### src/rss_pkg.sv
/*
 Package for the reset strap sampler: strap field layout, defaults, timing
 counts, sequencer states and the packed carriers shared by the sampler, checker, board model and bench.
 Assumes a single 20 MHz platform clock that keeps running after reset release.
*/
// Functional notes
// RULE_01: During hard reset every strap pin is an input and is never driven.
// RULE_02: Each strap level is captured as hard reset deasserts and used as config.
// RULE_03: After capture the strap input receivers turn off and pins resume output duty.
// RULE_04: Gated pull-ups are on during hard reset plus a few clocks after release.
// RULE_05: Pull-up of a strap pin turns off together with its input receiver.
// RULE_06: A high sampled level on a pulled-up strap selects the default setting.
// RULE_07: Clock multiplier ratio straps have no internal pull-up; board sets them.
// RULE_08: Board must keep the first Ethernet transmit data pins high in reset.
// RULE_09: Board must assert the test-port reset during system reset.
// RULE_10: Test port controller also resets by holding test mode select high five clocks.
// RULE_11: Captured values hold until the next hard reset and recapture on each release.
package rss_pkg;
   localparam int unsigned CLK_HZ         = 20_000_000;
   localparam int unsigned PU_HOLD_NS     = 200;
   localparam int unsigned CLK_NS         = 1_000_000_000 / CLK_HZ;
   localparam int unsigned PU_HOLD_CYC_I  = (PU_HOLD_NS + CLK_NS - 1) / CLK_NS;
   localparam int unsigned PU_HOLD_CYC    = (PU_HOLD_CYC_I < 1) ? 1 : PU_HOLD_CYC_I;
   localparam int unsigned HOLD_W         = 4;

   // Strap field layout
   localparam int unsigned PLAT_RATIO_W   = 4;
   localparam int unsigned CORE_RATIO_W   = 2;
   localparam int unsigned ETH1_TXD_W     = 4;
   localparam int unsigned GEN_W          = 6;
   localparam int unsigned STRAP_W        = PLAT_RATIO_W + CORE_RATIO_W + ETH1_TXD_W + GEN_W;
   localparam int unsigned PLAT_LSB       = 0;
   localparam int unsigned CORE_LSB       = PLAT_LSB + PLAT_RATIO_W;
   localparam int unsigned ETH_LSB        = CORE_LSB + CORE_RATIO_W;
   localparam int unsigned GEN_LSB        = ETH_LSB + ETH1_TXD_W;

   // Pins carrying gated pull-ups: everything but the two ratio fields
   localparam logic [STRAP_W-1:0] PULLUP_MASK = 16'hFFC0;
   localparam logic [STRAP_W-1:0] CFG_RST     = 16'hFFC0;

   localparam int unsigned TMS_RST_CNT    = 5;
   localparam int unsigned TMS_CNT_W      = 3;

   typedef enum logic [1:0] {
      RSS_ST_RESET,
      RSS_ST_HOLD,
      RSS_ST_RUN
   } rss_state_e;

   typedef struct packed {
      logic [GEN_W-1:0]        general;
      logic [ETH1_TXD_W-1:0]   eth1_tx_data;
      logic [CORE_RATIO_W-1:0] core_ratio;
      logic [PLAT_RATIO_W-1:0] plat_ratio;
   } rss_cfg_s;

   typedef struct packed {
      logic [STRAP_W-1:0] oe;
      logic [STRAP_W-1:0] rx_en;
      logic [STRAP_W-1:0] pu_en;
   } rss_pad_s;
endpackage : rss_pkg

### src/rss_sync2.sv
/*
 Two-flop level synchroniser, width parameterised.
 Assumes the input is asynchronous to i_clk; only the second stage is read.
*/
`timescale 1ns/1ns
module rss_sync2 #(
   parameter int unsigned W = 1,
   parameter logic [W-1:0] INIT = '0
) (
   input  wire logic         i_clk,
   input  wire logic         i_sys_rst,
   input  wire logic [W-1:0] i_d,
   output logic      [W-1:0] o_q
);
   logic [W-1:0] meta_r;

   always_ff @(posedge i_clk) begin
      if (i_sys_rst) begin
         meta_r <= INIT;
         o_q    <= INIT;
      end else begin
         meta_r <= i_d;
         o_q    <= meta_r;
      end
   end
endmodule : rss_sync2

### src/rss_strap_sampler.sv
/*
 Reset strap sampler: turns the strap pins to inputs during hard reset,
 latches them as reset is released, then returns pins to functional output.
 Also keeps the test-port controller reset, by its own reset or by test mode
 select held high over test clock edges.
 Assumes hard reset and test pins are asynchronous; i_clk runs through release.
 Strap pins pass the same two-flop latency as hard reset, so the level taken
 is the one the pins held in the cycle the release was seen.
 The test clock is oversampled by i_clk and must run far slower than it.
 Pad controls are decoded from the state register and synchronised hard reset,
 and may glitch only when either changes, never while a pin is being sampled.
*/
`timescale 1ns/1ns
module rss_strap_sampler #(
   parameter int unsigned HOLD_CYC = rss_pkg::PU_HOLD_CYC
) (
   input  wire logic                         i_clk,
   input  wire logic                         i_sys_rst,
   input  wire logic                         i_hard_reset_n,
   input  wire logic [rss_pkg::STRAP_W-1:0]  i_strap_pin,
   input  wire logic [rss_pkg::STRAP_W-1:0]  i_func_out,
   input  wire logic                         i_test_rst_n,
   input  wire logic                         i_test_clk,
   input  wire logic                         i_test_mode_sel,
   output logic      [rss_pkg::STRAP_W-1:0]  o_strap_out,
   output rss_pkg::rss_pad_s                 o_pad,
   output rss_pkg::rss_cfg_s                 o_cfg,
   output logic                              o_cfg_valid,
   output logic                              o_tap_reset
);
   localparam int unsigned SW = rss_pkg::STRAP_W;

   logic [SW-1:0]                  strap_s;
   logic                           hard_reset_n_n_s;
   logic                           trst_n_s;
   logic                           tck_s;
   logic                           tms_s;
   rss_pkg::rss_state_e            state_r;
   rss_pkg::rss_state_e            state_nxt;
   logic [rss_pkg::HOLD_W-1:0]     hold_r;
   logic [rss_pkg::HOLD_W-1:0]     hold_nxt;
   logic [SW-1:0]                  cfg_r;
   logic                           tck_d_r;
   logic [rss_pkg::TMS_CNT_W-1:0]  tms_cnt_r;
   logic [rss_pkg::TMS_CNT_W-1:0]  tms_cnt_nxt;
   logic                           tap_rst_r;
   logic                           tap_rst_nxt;

   // Same latency as hard reset, so capture sees the level of the release cycle
   rss_sync2 #(.W(SW), .INIT(rss_pkg::CFG_RST)) u_strap_sync (
      .i_clk     (i_clk),
      .i_sys_rst (i_sys_rst),
      .i_d       (i_strap_pin),
      .o_q       (strap_s)
   );

   // Both resets start asserted so nothing is driven before the first clocks
   rss_sync2 #(.W(2), .INIT(2'h0)) u_rst_sync (
      .i_clk     (i_clk),
      .i_sys_rst (i_sys_rst),
      .i_d       ({i_hard_reset_n, i_test_rst_n}),
      .o_q       ({hard_reset_n_n_s, trst_n_s})
   );

   // Test clock is oversampled; a fast test clock would lose edges here
   rss_sync2 #(.W(2), .INIT(2'h0)) u_tap_sync (
      .i_clk     (i_clk),
      .i_sys_rst (i_sys_rst),
      .i_d       ({i_test_clk, i_test_mode_sel}),
      .o_q       ({tck_s, tms_s})
   );

   // Sequencer: reset -> hold (pull-ups kept briefly) -> run
   wire in_reset  = ~hard_reset_n_n_s;
   wire st_reset  = (state_r == rss_pkg::RSS_ST_RESET);
   wire st_hold   = (state_r == rss_pkg::RSS_ST_HOLD);
   wire st_run    = (state_r == rss_pkg::RSS_ST_RUN);
   wire hold_done = (hold_r == rss_pkg::HOLD_W'(HOLD_CYC - 1));
   wire capture   = st_reset & hard_reset_n_n_s;

   always_comb begin
      state_nxt = state_r;
      case (state_r)
         rss_pkg::RSS_ST_RESET: begin
            if (hard_reset_n_n_s) begin
               state_nxt = rss_pkg::RSS_ST_HOLD;
            end
         end
         rss_pkg::RSS_ST_HOLD: begin
            if (in_reset) begin
               state_nxt = rss_pkg::RSS_ST_RESET;
            end else if (hold_done) begin
               state_nxt = rss_pkg::RSS_ST_RUN;
            end
         end
         rss_pkg::RSS_ST_RUN: begin
            // A fresh hard reset reopens sampling for the next capture
            if (in_reset) begin
               state_nxt = rss_pkg::RSS_ST_RESET; // [RULE_11]
            end
         end
         default: begin
            state_nxt = rss_pkg::RSS_ST_RESET;
         end
      endcase
   end

   // Counts only while holding; every other state parks it at zero
   assign hold_nxt = st_hold ? (hold_r + 1'b1) : '0;

   always_ff @(posedge i_clk) begin
      if (i_sys_rst) begin
         state_r <= rss_pkg::RSS_ST_RESET;
      end else begin
         state_r <= state_nxt;
      end
   end

   always_ff @(posedge i_clk) begin
      if (i_sys_rst) begin
         hold_r <= '0;
      end else begin
         hold_r <= hold_nxt;
      end
   end

   // Last level seen in reset is the one latched on release; held till next reset
   always_ff @(posedge i_clk) begin
      if (i_sys_rst) begin
         cfg_r <= rss_pkg::CFG_RST;
      end else if (capture) begin
         cfg_r <= strap_s; // [RULE_02] [RULE_11] [RULE_06]
      end
   end

   // Pads: receivers live through hold; capture is already taken in the reset state, on release
   wire          sampling = ~st_run;
   wire          drive    = st_run & hard_reset_n_n_s;
   wire [SW-1:0] oe_all   = {SW{drive}};
   wire [SW-1:0] rx_all   = {SW{sampling}};
   // Pull-ups follow the receivers; ratio straps have none and rely on the board
   wire [SW-1:0] pu_gate  = rx_all & rss_pkg::PULLUP_MASK;

   assign o_pad.oe    = oe_all;  // [RULE_01] [RULE_03]
   assign o_pad.rx_en = rx_all;  // [RULE_03]
   assign o_pad.pu_en = pu_gate; // [RULE_04] [RULE_05] [RULE_07]

   // Pad data is registered so a pin never shows a combinational glitch
   always_ff @(posedge i_clk) begin
      if (i_sys_rst) begin
         o_strap_out <= '0;
      end else begin
         o_strap_out <= i_func_out;
      end
   end

   // Field view of the captured word, kept to the package layout
   assign o_cfg.plat_ratio   = cfg_r[rss_pkg::PLAT_LSB +: rss_pkg::PLAT_RATIO_W];
   assign o_cfg.core_ratio   = cfg_r[rss_pkg::CORE_LSB +: rss_pkg::CORE_RATIO_W];
   assign o_cfg.eth1_tx_data = cfg_r[rss_pkg::ETH_LSB +: rss_pkg::ETH1_TXD_W];
   assign o_cfg.general      = cfg_r[rss_pkg::GEN_LSB +: rss_pkg::GEN_W];
   assign o_cfg_valid        = st_run;

   // Test-port reset: dedicated reset, or test mode select high on five test clock rises
   wire tck_rise = tck_s & ~tck_d_r;
   wire tms_last = (tms_cnt_r == rss_pkg::TMS_CNT_W'(rss_pkg::TMS_RST_CNT - 1));

   // Dedicated reset wins over any test clock activity in the same cycle
   always_comb begin
      tms_cnt_nxt = tms_cnt_r;
      tap_rst_nxt = tap_rst_r;
      if (!trst_n_s) begin
         tms_cnt_nxt = '0;
         tap_rst_nxt = 1'b1;
      end else if (tck_rise) begin
         if (!tms_s) begin
            tms_cnt_nxt = '0;
            tap_rst_nxt = 1'b0;
         end else if (tms_last) begin
            tap_rst_nxt = 1'b1; // [RULE_10]
         end else begin
            tms_cnt_nxt = tms_cnt_r + 1'b1;
         end
      end
   end

   // Idle level of the test clock is low, so no false edge follows reset
   always_ff @(posedge i_clk) begin
      if (i_sys_rst) begin
         tck_d_r <= 1'b0;
      end else begin
         tck_d_r <= tck_s;
      end
   end

   always_ff @(posedge i_clk) begin
      if (i_sys_rst) begin
         tms_cnt_r <= '0;
         tap_rst_r <= 1'b1;
      end else begin
         tms_cnt_r <= tms_cnt_nxt;
         tap_rst_r <= tap_rst_nxt;
      end
   end

   assign o_tap_reset = tap_rst_r; // [RULE_09]
endmodule : rss_strap_sampler

### config.mk
export PLATFORM = sky130hd
export DESIGN_NAME = rss_strap_sampler
export DESIGN_NICKNAME = d
export VERILOG_FILES = /design/src/rss_pkg.sv /design/src/rss_sync2.sv /design/src/rss_strap_sampler.sv
export SDC_FILE = /design/constraint.sdc
export NUM_CORES = 1
export LEC_CHECK = 0
export BUFFER_PORTS_ARGS = -buffer_cell sky130_fd_sc_hd__buf_2
export CAP_MARGIN = 20
export CORE_MARGIN = 1
export CORE_UTILIZATION = 43
export DETAILED_ROUTE_END_ITERATION = 10
export GPL_ROUTABILITY_DRIVEN = 0
export PLACE_DENSITY = 0.84
export SETUP_SLACK_MARGIN = 0.1
export SLEW_MARGIN = 20
export SYNTH_ARGS = -nofsm -noshare
export SYNTH_HDL_FRONTEND = slang
export SYNTH_SLANG_ARGS = --single-unit
### constraint.sdc
create_clock -name i_clk -period 1.9 [get_ports i_clk]
set_clock_uncertainty 0.2 [all_clocks]
set_input_delay 0.19 -clock i_clk [delete_from_list [all_inputs] [get_ports i_clk]]
set_output_delay 0.19 -clock i_clk [all_outputs]
set_load 0.02 [all_outputs]
=== Word level (Yosys, flattened, before mapping) ===
Cells that the tools add are included.

* Flip-flop bits (word level): 83
* Input port bits: 38
* Output and inout bits: 82
* Word-level logic and storage cells: 46

* $add $sub $neg: 2
* Equality and inequality tests: 9
* Muxes and demuxes: 9
* Bitwise logic cells: 7
* Reductions and logical operators: 6

{| class="wikitable"
|+ Operators with widths
! cell !! number
|-
| $mux 2 || 4
|-
| $mux 3 || 2
|-
| $ne 2x2->1 const B || 3
|-
| $pmux 2 s3 || 1
|-
| $add 4x1->4 const B || 1
|-
| $eq 4x2->1 const B || 1
|-
| $not 1->1 || 4
|-
| $reduce_and 2->1 || 2
|-
| $reduce_or 2->1 || 2
|-
| $add 3x1->3 const B || 1
|-
| $and 1x1->1 || 3
|-
| $eq 3x3->1 const B || 1
|-
| $ne 3x3->1 const B || 1
|-
| $reduce_and 3->1 || 1
|-
| $eq 2x1->1 const B || 1
|-
| $eq 2x2->1 const B || 1
|-
| $logic_not 2->1 || 1
|-
| $mux 1 || 2
|-
| $ne 2x1->1 const B || 1
|}

=== Longest topological paths before layout ===
Gate-level depths: netlist of the first run.

* Depth after elaboration: 4
* Gate-level depth with buffers: 5
* Mapped depth without buffers: 5

=== Cells and area by module ===
From an unflattened synthesis of the first run, not the netlist that was laid out.

* Cell total of the unflattened synthesis: 270
* Area, all modules: 2956.6 sq um

{| class="wikitable"
|+ By module, submodules not included
! module !! times used !! cells each !! area each (sq um) !! sequential area each (sq um)
|-
| rss_strap_sampler || 1 || 187 || 1875.5 || 860.8
|-
| rss_sync2 at u_strap_sync || 1 || 67 || 870.8 || 640.6
|-
| rss_sync2 at u_rst_sync ... || 2 || 8 || 105.1 || 80.1
|}

=== Worst setup path after synthesis of the first run ===
OpenSTA, ideal clock, no wires.

* Path kind: reg2out
* Start: register state_r[0]
* End: output port o_pad[32] (netlist bit)
* Arrival time: 1.792 ns
* Data required time: 1.510 ns
* Setup slack: -0.282 ns
* Stages on the path, launching flop included: 5
* Buffers on the path: 1
* Cell sequence: dfxtp_1 nand2b_1 inv_1 and2_1 buf_4

* Word-level cells in the longest chain between the ends: 2

{| class="wikitable"
|+ RTL lines
! what !! line !! RTL
|-
| from (decl) || rss_strap_sampler.sv:38 || <nowiki>rss_pkg::rss_state_e state_r;</nowiki>
|-
| from (signal assigned) || rss_strap_sampler.sv:113 || <nowiki>state_r <= rss_pkg::RSS_ST_RESET;</nowiki>
|-
| from (signal assigned) || rss_strap_sampler.sv:115 || <nowiki>state_r <= state_nxt;</nowiki>
|-
| $eq 2x2->1 || rss_strap_sampler.sv:77 || <nowiki>wire st_run = (state_r == rss_pkg::RSS_ST_RUN);</nowiki>
|-
| net o_cfg_valid || rss_strap_sampler.sv:28 || <nowiki>output logic o_cfg_valid,</nowiki>
|-
| $and 1x1->1 || rss_strap_sampler.sv:138 || <nowiki>wire drive = st_run & hard_reset_n_n_s;</nowiki>
|-
| to (decl) || rss_strap_sampler.sv:26 || <nowiki>output rss_pkg::rss_pad_s o_pad,</nowiki>
|}

The timed path passes the listed nets, and every way through them passes these cells.

==> impl_metrics.toml, run 1 <==
[drt]
num_vias = 2071
wire_per_inst_um = 11.8
met1_length_mm = 2.22
routed_wl_mm = 5.56
drcViolationCount = 10
top_layer = "met4"
viasPerCell = 4.41
dr_wl_met2_mm = 2.86
first_pass_iters = 7
ant_nets = 0
drtIter0Drc = 44
dr_wl_met3_um = 404

[clocking]
cts_tree = "built"
numClockSinks = 83
cts_buffers = 9
cts_max_level = 3
cts_buffer_depth = 2
cts_root_buf = "clkbuf_8"
path_clk_slew_ps = 80
clk_latency_ps = 340

[worst_setup_path]
slowest_delay_ps = 350
crit_path_start_kind = "flip-flop"
critPathKind = "reg -> out"
worst_path_max_delay_cell = "dfxtp_2"
ff2ff_path_depth = 5
critPathRequiredTime_ps = 1510
worstPathArrival_ps = 1290
worstSetupEndpointType = "output port"
critPathMaxFanout = 8
worstPathCellList = "nand2b_4 -> inv_1 -> and2_4 -> buf_2"

[die]
die_height_um = 84.9
num_io_pins = 120
start_util_pct = 45.5
die_x_um = 84.9
core_um2 = 6490
rows = 29
die_area_um2 = 7210

[run]
max_cap_viol_count = 0

[sta]
drv_slew = 0
fmax_ghz = 0.596
rsz0062_at_grt = "false"
hold_viol = 0
fin_tns_setup_ps = 0
min_period_ps = 1680
finalCritPeriodShare_pct = 88.3
setup_violations = 0

[placed_design]
port_buffers = 113
hpwl_mm = 3.36

[status]
violations = "DRC"
status = "finished with violations"

[min_path]
whs_path_depth = 1
worstHoldPathType = "reg -> reg"

[pwr]
irDropWorstVdd_v = 0.000630
p_leak_uw = 0.00170
pwr_density_cell_nw_per_um2 = 869

[layout]
area_delta_synth_final_pct = 31.0
drive_gt1_share_pct = 41.0
utilization_pct = 59.6
layout_common_cells = "108 x buf_2, 81 x dfxtp_1, 42 x nor2b_1"
finalNetCount = 429
final_common_cell = "buf_2"
antennaDiodeCount = 0

[synth]
seq_area_frac_synth_pct = 56.2
synth.avg_cell_area_um2 = 10.8
synth_area_leaders = "dfxtp_1 56%, buf_4 12%, nor2b_1 8.9%, or2_2 4.2%, a211o_1 3.0%"
yosysUniqueCellTypes = 29
syn-cell-area_um2 = 2950
ys_warn_count = 0
yosys.area.top_type = "dfxtp_1"
synth_top_area_share_pct = 56.2
ys_seq_elements = 83
synthCells = 273

[global_routing]
grt_use_total_pct = 16.0
grt_max_degree = 40
antenna_found_initial = 0
grt.overflow.total = 0
grt_pass1_vias = 1991
grt_pass1_wl_mm = 8.87
## power by group
group          switching (uW)  total (uW)  internal (uW)  leakage, uW
clock network             595        1240            648    0.0000922
registers                21.6        1830           1810     0.000686
logic                     134         289            155     0.000922
## repair_timing
action | in CTS | in global routing
gates resized for setup | 3 | 7
endpoints found under the hold margin | 40 | 0
buffers inserted | 0 | 1
hold buffers | 37 | 0
endpoints found under the setup margin | 16 | 16
cloned | 1 | 1
## path summary, 6_finish.rpt
check                          from                   to  slack [ps]
min          u_strap_sync.meta_r[8]  u_strap_sync.o_q[8]         210
max                      state_r[0]            o_pad[37]         220
min reg2reg  u_strap_sync.meta_r[8]  u_strap_sync.o_q[8]         210
max reg2reg       u_rst_sync.o_q[1]             o_cfg[0]         250
## cell type report
class / count / area, um^2
inverter: 4 / 15.0
fill: 546 / 2630
sequential: 83 / 1670
timing repair buffer: 155 / 986
clock inverter: 5 / 61.3
tap: 77 / 96.3
clock buffer: 11 / 141
multi-input combinational: 135 / 902
## sequential cells by signal, indices dropped and copies added (netlist names), 3 cells and up
register,count
o_cfg,16
o_strap_out,16
u_strap_sync.meta_r,16
u_strap_sync.o_q,16
hold_r,4
tms_cnt_r,3
## cell usage after synthesis
| cell type | count |
|---|---|
| nor3_1 | 2 |
| or3b_2 | 1 |
| clkbuf_1 | 8 |
| nand3b_1 | 1 |
| nand2b_1 | 5 |
| nor2_1 | 11 |
| nand3_1 | 1 |
| dfxtp_1 | 83 |
| nor2b_1 | 42 |
| inv_1 | 4 |
| nand2_1 | 3 |
| and2b_1 | 6 |
| or2_2 | 20 |
| o21bai_1 | 1 |
| buf_12 | 1 |
| mux2i_1 | 6 |
| nor3b_4 | 1 |
| and2_1 | 1 |
| xnor2_1 | 1 |
| conb_1 | 1 |
| a31oi_1 | 3 |
| nor4bb_1 | 1 |
| ha_1 | 3 |
| buf_6 | 1 |
| buf_4 | 48 |
| a211o_1 | 10 |
| xor2_1 | 1 |
| a21oi_1 | 3 |
| nand4_1 | 4 |
## metal layers
metal	GRT usage (%)	up-vias
li1	-	1045
met1	16.0	933
met2	29.9	82
met3	6.81	11
met4	5.24	0
met5	0	-
## critical path, delay by kind of cell, from the launching register on
kind / cells / cell delay, ps
buf+inv: 2 / 260
flops: 1 / 350
simple gates: 2 / 330
## cell families (layout without fill, tap and decap cells)
logic type                 Yosys count  after routing  synth area share, %
adders and majority gates            3              3                 1.27
buffers and inverters               62            175                 14.8
AOI/OAI and AO/OA                   17             17                 4.36
xor gates and xnor gates             2              2                0.593
muxes                                6              6                 2.03
other                                1              6                0.127
DFF                                 83             83                 56.2
and+or+nand+nor                     99            101                 20.6
## through the flow
stage          std cells  power, uW  instance area, um^2  worst slack, ps  hold slack [ps]
3_3_place_gp         414       2090                 3250              349              175
5_1_grt              470       3520                 3870              107              222
6_report             470       3360                 3870              221              207
4_1_cts              468       3410                 3840              106              211
2_1_floorplan        278       2020                 2980              213             93.8
3_5_place_dp         414       2100                 3250              269              175
Note: power is estimated with default switching activity, not from simulation.
==> run 2: changes to the inputs <==
--- a/config.mk
+++ b/config.mk
@@ -12,6 +12,7 @@
 export DETAILED_ROUTE_END_ITERATION = 10
 export GPL_ROUTABILITY_DRIVEN = 0
 export PLACE_DENSITY = 0.84
+export RECOVER_POWER = 100
 export SETUP_SLACK_MARGIN = 0.1
 export SLEW_MARGIN = 20
 export SYNTH_ARGS = -nofsm -noshare
==> run 2 against run 1 <==
  * The flow still finishes with violations (DRC)
  * Highest routed layer unchanged
  * Design area shrank 2.1%
  * First-iteration DRC count decreased by 2.3%
  * Combinational power down 3%
  * Worst hold slack hardly changed
  * Clock-buffer cell count unchanged
  * Critical path type unchanged
  * Clock power about the same
  * Non-clock buffer count unchanged
  * Critical path depth stayed put
  * Sequential power about the same
  * Critical endpoint is now o_pad[35]
==> impl_metrics.toml, run 2 (synthesized netlist as in run 1, its figures left out) <==
[run]
max_cap_viol_count = 0

[min_path]
worstHoldPathType = "reg -> reg"

[global_routing]
grt_use_total_pct = 16.0
grt_max_degree = 40
grt.overflow.total = 0
antenna_found_initial = 0
grt_pass1_wl_mm = 8.87
grt_pass1_vias = 1991

[die]
rows = 29
die_x_um = 84.9
start_util_pct = 45.5
die_area_um2 = 7210
die_height_um = 84.9
num_io_pins = 120
core_um2 = 6490

[sta]
fin_tns_setup_ps = 0
tightestPinTransition_ps = 626
min_period_ps = 1760
finalWorstSetupSlack_ps = 144
rsz0062_at_grt = "false"
setup_violations = 0
finalCritPeriodShare_pct = 92.4
fmax_ghz = 0.570
hold_viol = 0
slew_headroom_pct = 58.3
drv_slew = 0

[worst_setup_path]
worstSetupEndpointType = "output port"
worstPathArrival_ps = 1370
worst_path_max_delay_cell = "dfxtp_2"
crit_path_start_kind = "flip-flop"
critPathRequiredTime_ps = 1510
worstPathCellList = "nand2b_4 -> inv_1 -> and2_4 -> clkbuf_1"
critPathMaxFanout = 8
critPathKind = "reg -> out"
cpLargestDelayFamily = "flip-flops"
critPathBufInv = 2
slowest_delay_ps = 350

[layout]
n_fill_cell = 581
final_common_cell = "dfxtp_1"
instances_no_fill = 470
drive_gt1_share_pct = 25.4
area_delta_synth_final_pct = 28.2
finalNetCount = 429
antennaDiodeCount = 0
layout_common_cells = "81 x dfxtp_1, 61 x clkbuf_1, 46 x buf_2"

[pwr]
p_leak_uw = 0.00154
p_sw_share_pct = 22.4
clkPwrFrac_pct = 37.1
pwr_density_cell_nw_per_um2 = 885
irDropWorstVdd_v = 0.000627
comb_power_share_pct = 8.3
internal-power_uw = 2600
seq_power_share_pct = 54.6
p_sw_uw = 751

[placed_design]
hpwl_mm = 3.36
preCtsSetupSlack_ps = 269
dp_cells = 414
port_buffers = 113

[clocking]
clk_latency_ps = 340
cts_buffers = 9
cts_root_buf = "clkbuf_8"
cts_max_level = 3
cts_tree = "built"
cts_buffer_depth = 2
numClockSinks = 83
path_clk_slew_ps = 80

[drt]
viasPerCell = 4.40
wire_per_inst_um = 11.9
drtIter0Drc = 43
num_vias = 2069
first_pass_iters = 8
met1_length_mm = 2.23
routed_wl_mm = 5.59
drcViolationCount = 10
dr_wl_met3_um = 422
ant_nets = 0
top_layer = "met4"
dr_wl_met2_mm = 2.88

[status]
status = "finished with violations"
violations = "DRC"
==> run 2: stage by stage <==
| stage | area [um^2] | utilization [%] | total power [uW] | hold WS, ps |
|---|---|---|---|---|
| after floorplan | 2980 | - | 2020 | 93.8 |
| after global placement | 3250 | 50.1 | 2090 | 175 |
| after detailed placement | 3250 | 50.1 | 2100 | 175 |
| after CTS | 3840 | 59.1 | 3410 | 211 |
| after global routing | 3790 | 58.3 | 3510 | 222 |
| final | 3790 | 58.3 | 3350 | 206 |
==> run 2: per-layer routing <==
metal  global-route usage, %  vias to the layer above
met5                       0                        -
met4                    5.24                        0
met3                    6.81                        9
met1                    16.0                      932
li1                        -                     1046
met2                    29.9                       82
==> run 2: path summary, 6_finish.rpt <==
check | cells after the start | slack, ps | from | endpoint
setup / recovery | 4 | 140 | state_r[0] | o_pad[35]
hold / removal | 1 | 210 | u_strap_sync.meta_r[8] | u_strap_sync.o_q[8]
setup reg to reg | 5 | 250 | u_rst_sync.o_q[1] | o_cfg[0]
hold reg to reg | 1 | 210 | u_strap_sync.meta_r[8] | u_strap_sync.o_q[8]
==> run 2: power groups by stage <==
stage / sequential [uW] / combinational [uW] / clock, uW
floorplan: 1910 / 118 / 0
global placement: 1870 / 220 / 0
finish: 1830 / 279 / 1240
CTS: 1830 / 287 / 1290
detailed placement: 1870 / 227 / 0
global route: 1840 / 304 / 1360
==> run 2: timing repair <==
item | 4_1_cts | 5_1_grt
hold buffers | 37 | 0
buffers inserted | 0 | 1
endpoints found under the hold margin | 40 | 0
gates cloned | 1 | 1
setup endpoints to repair | 16 | 16
gates resized for setup | 3 | 7
==> run 2: final cells by class <==
cell class                      count  area (um^2)  share of cell area, %
Clock buffer                       11          141                   3.73
Clock inverter                      5         61.3                   1.62
Inverter                            4         15.0                  0.397
Multi-Input combinational cell    135          900                   23.8
Sequential cell                    83         1670                   44.0
Tap cell                           77         96.3                   2.54
Timing Repair Buffer              155          906                   23.9
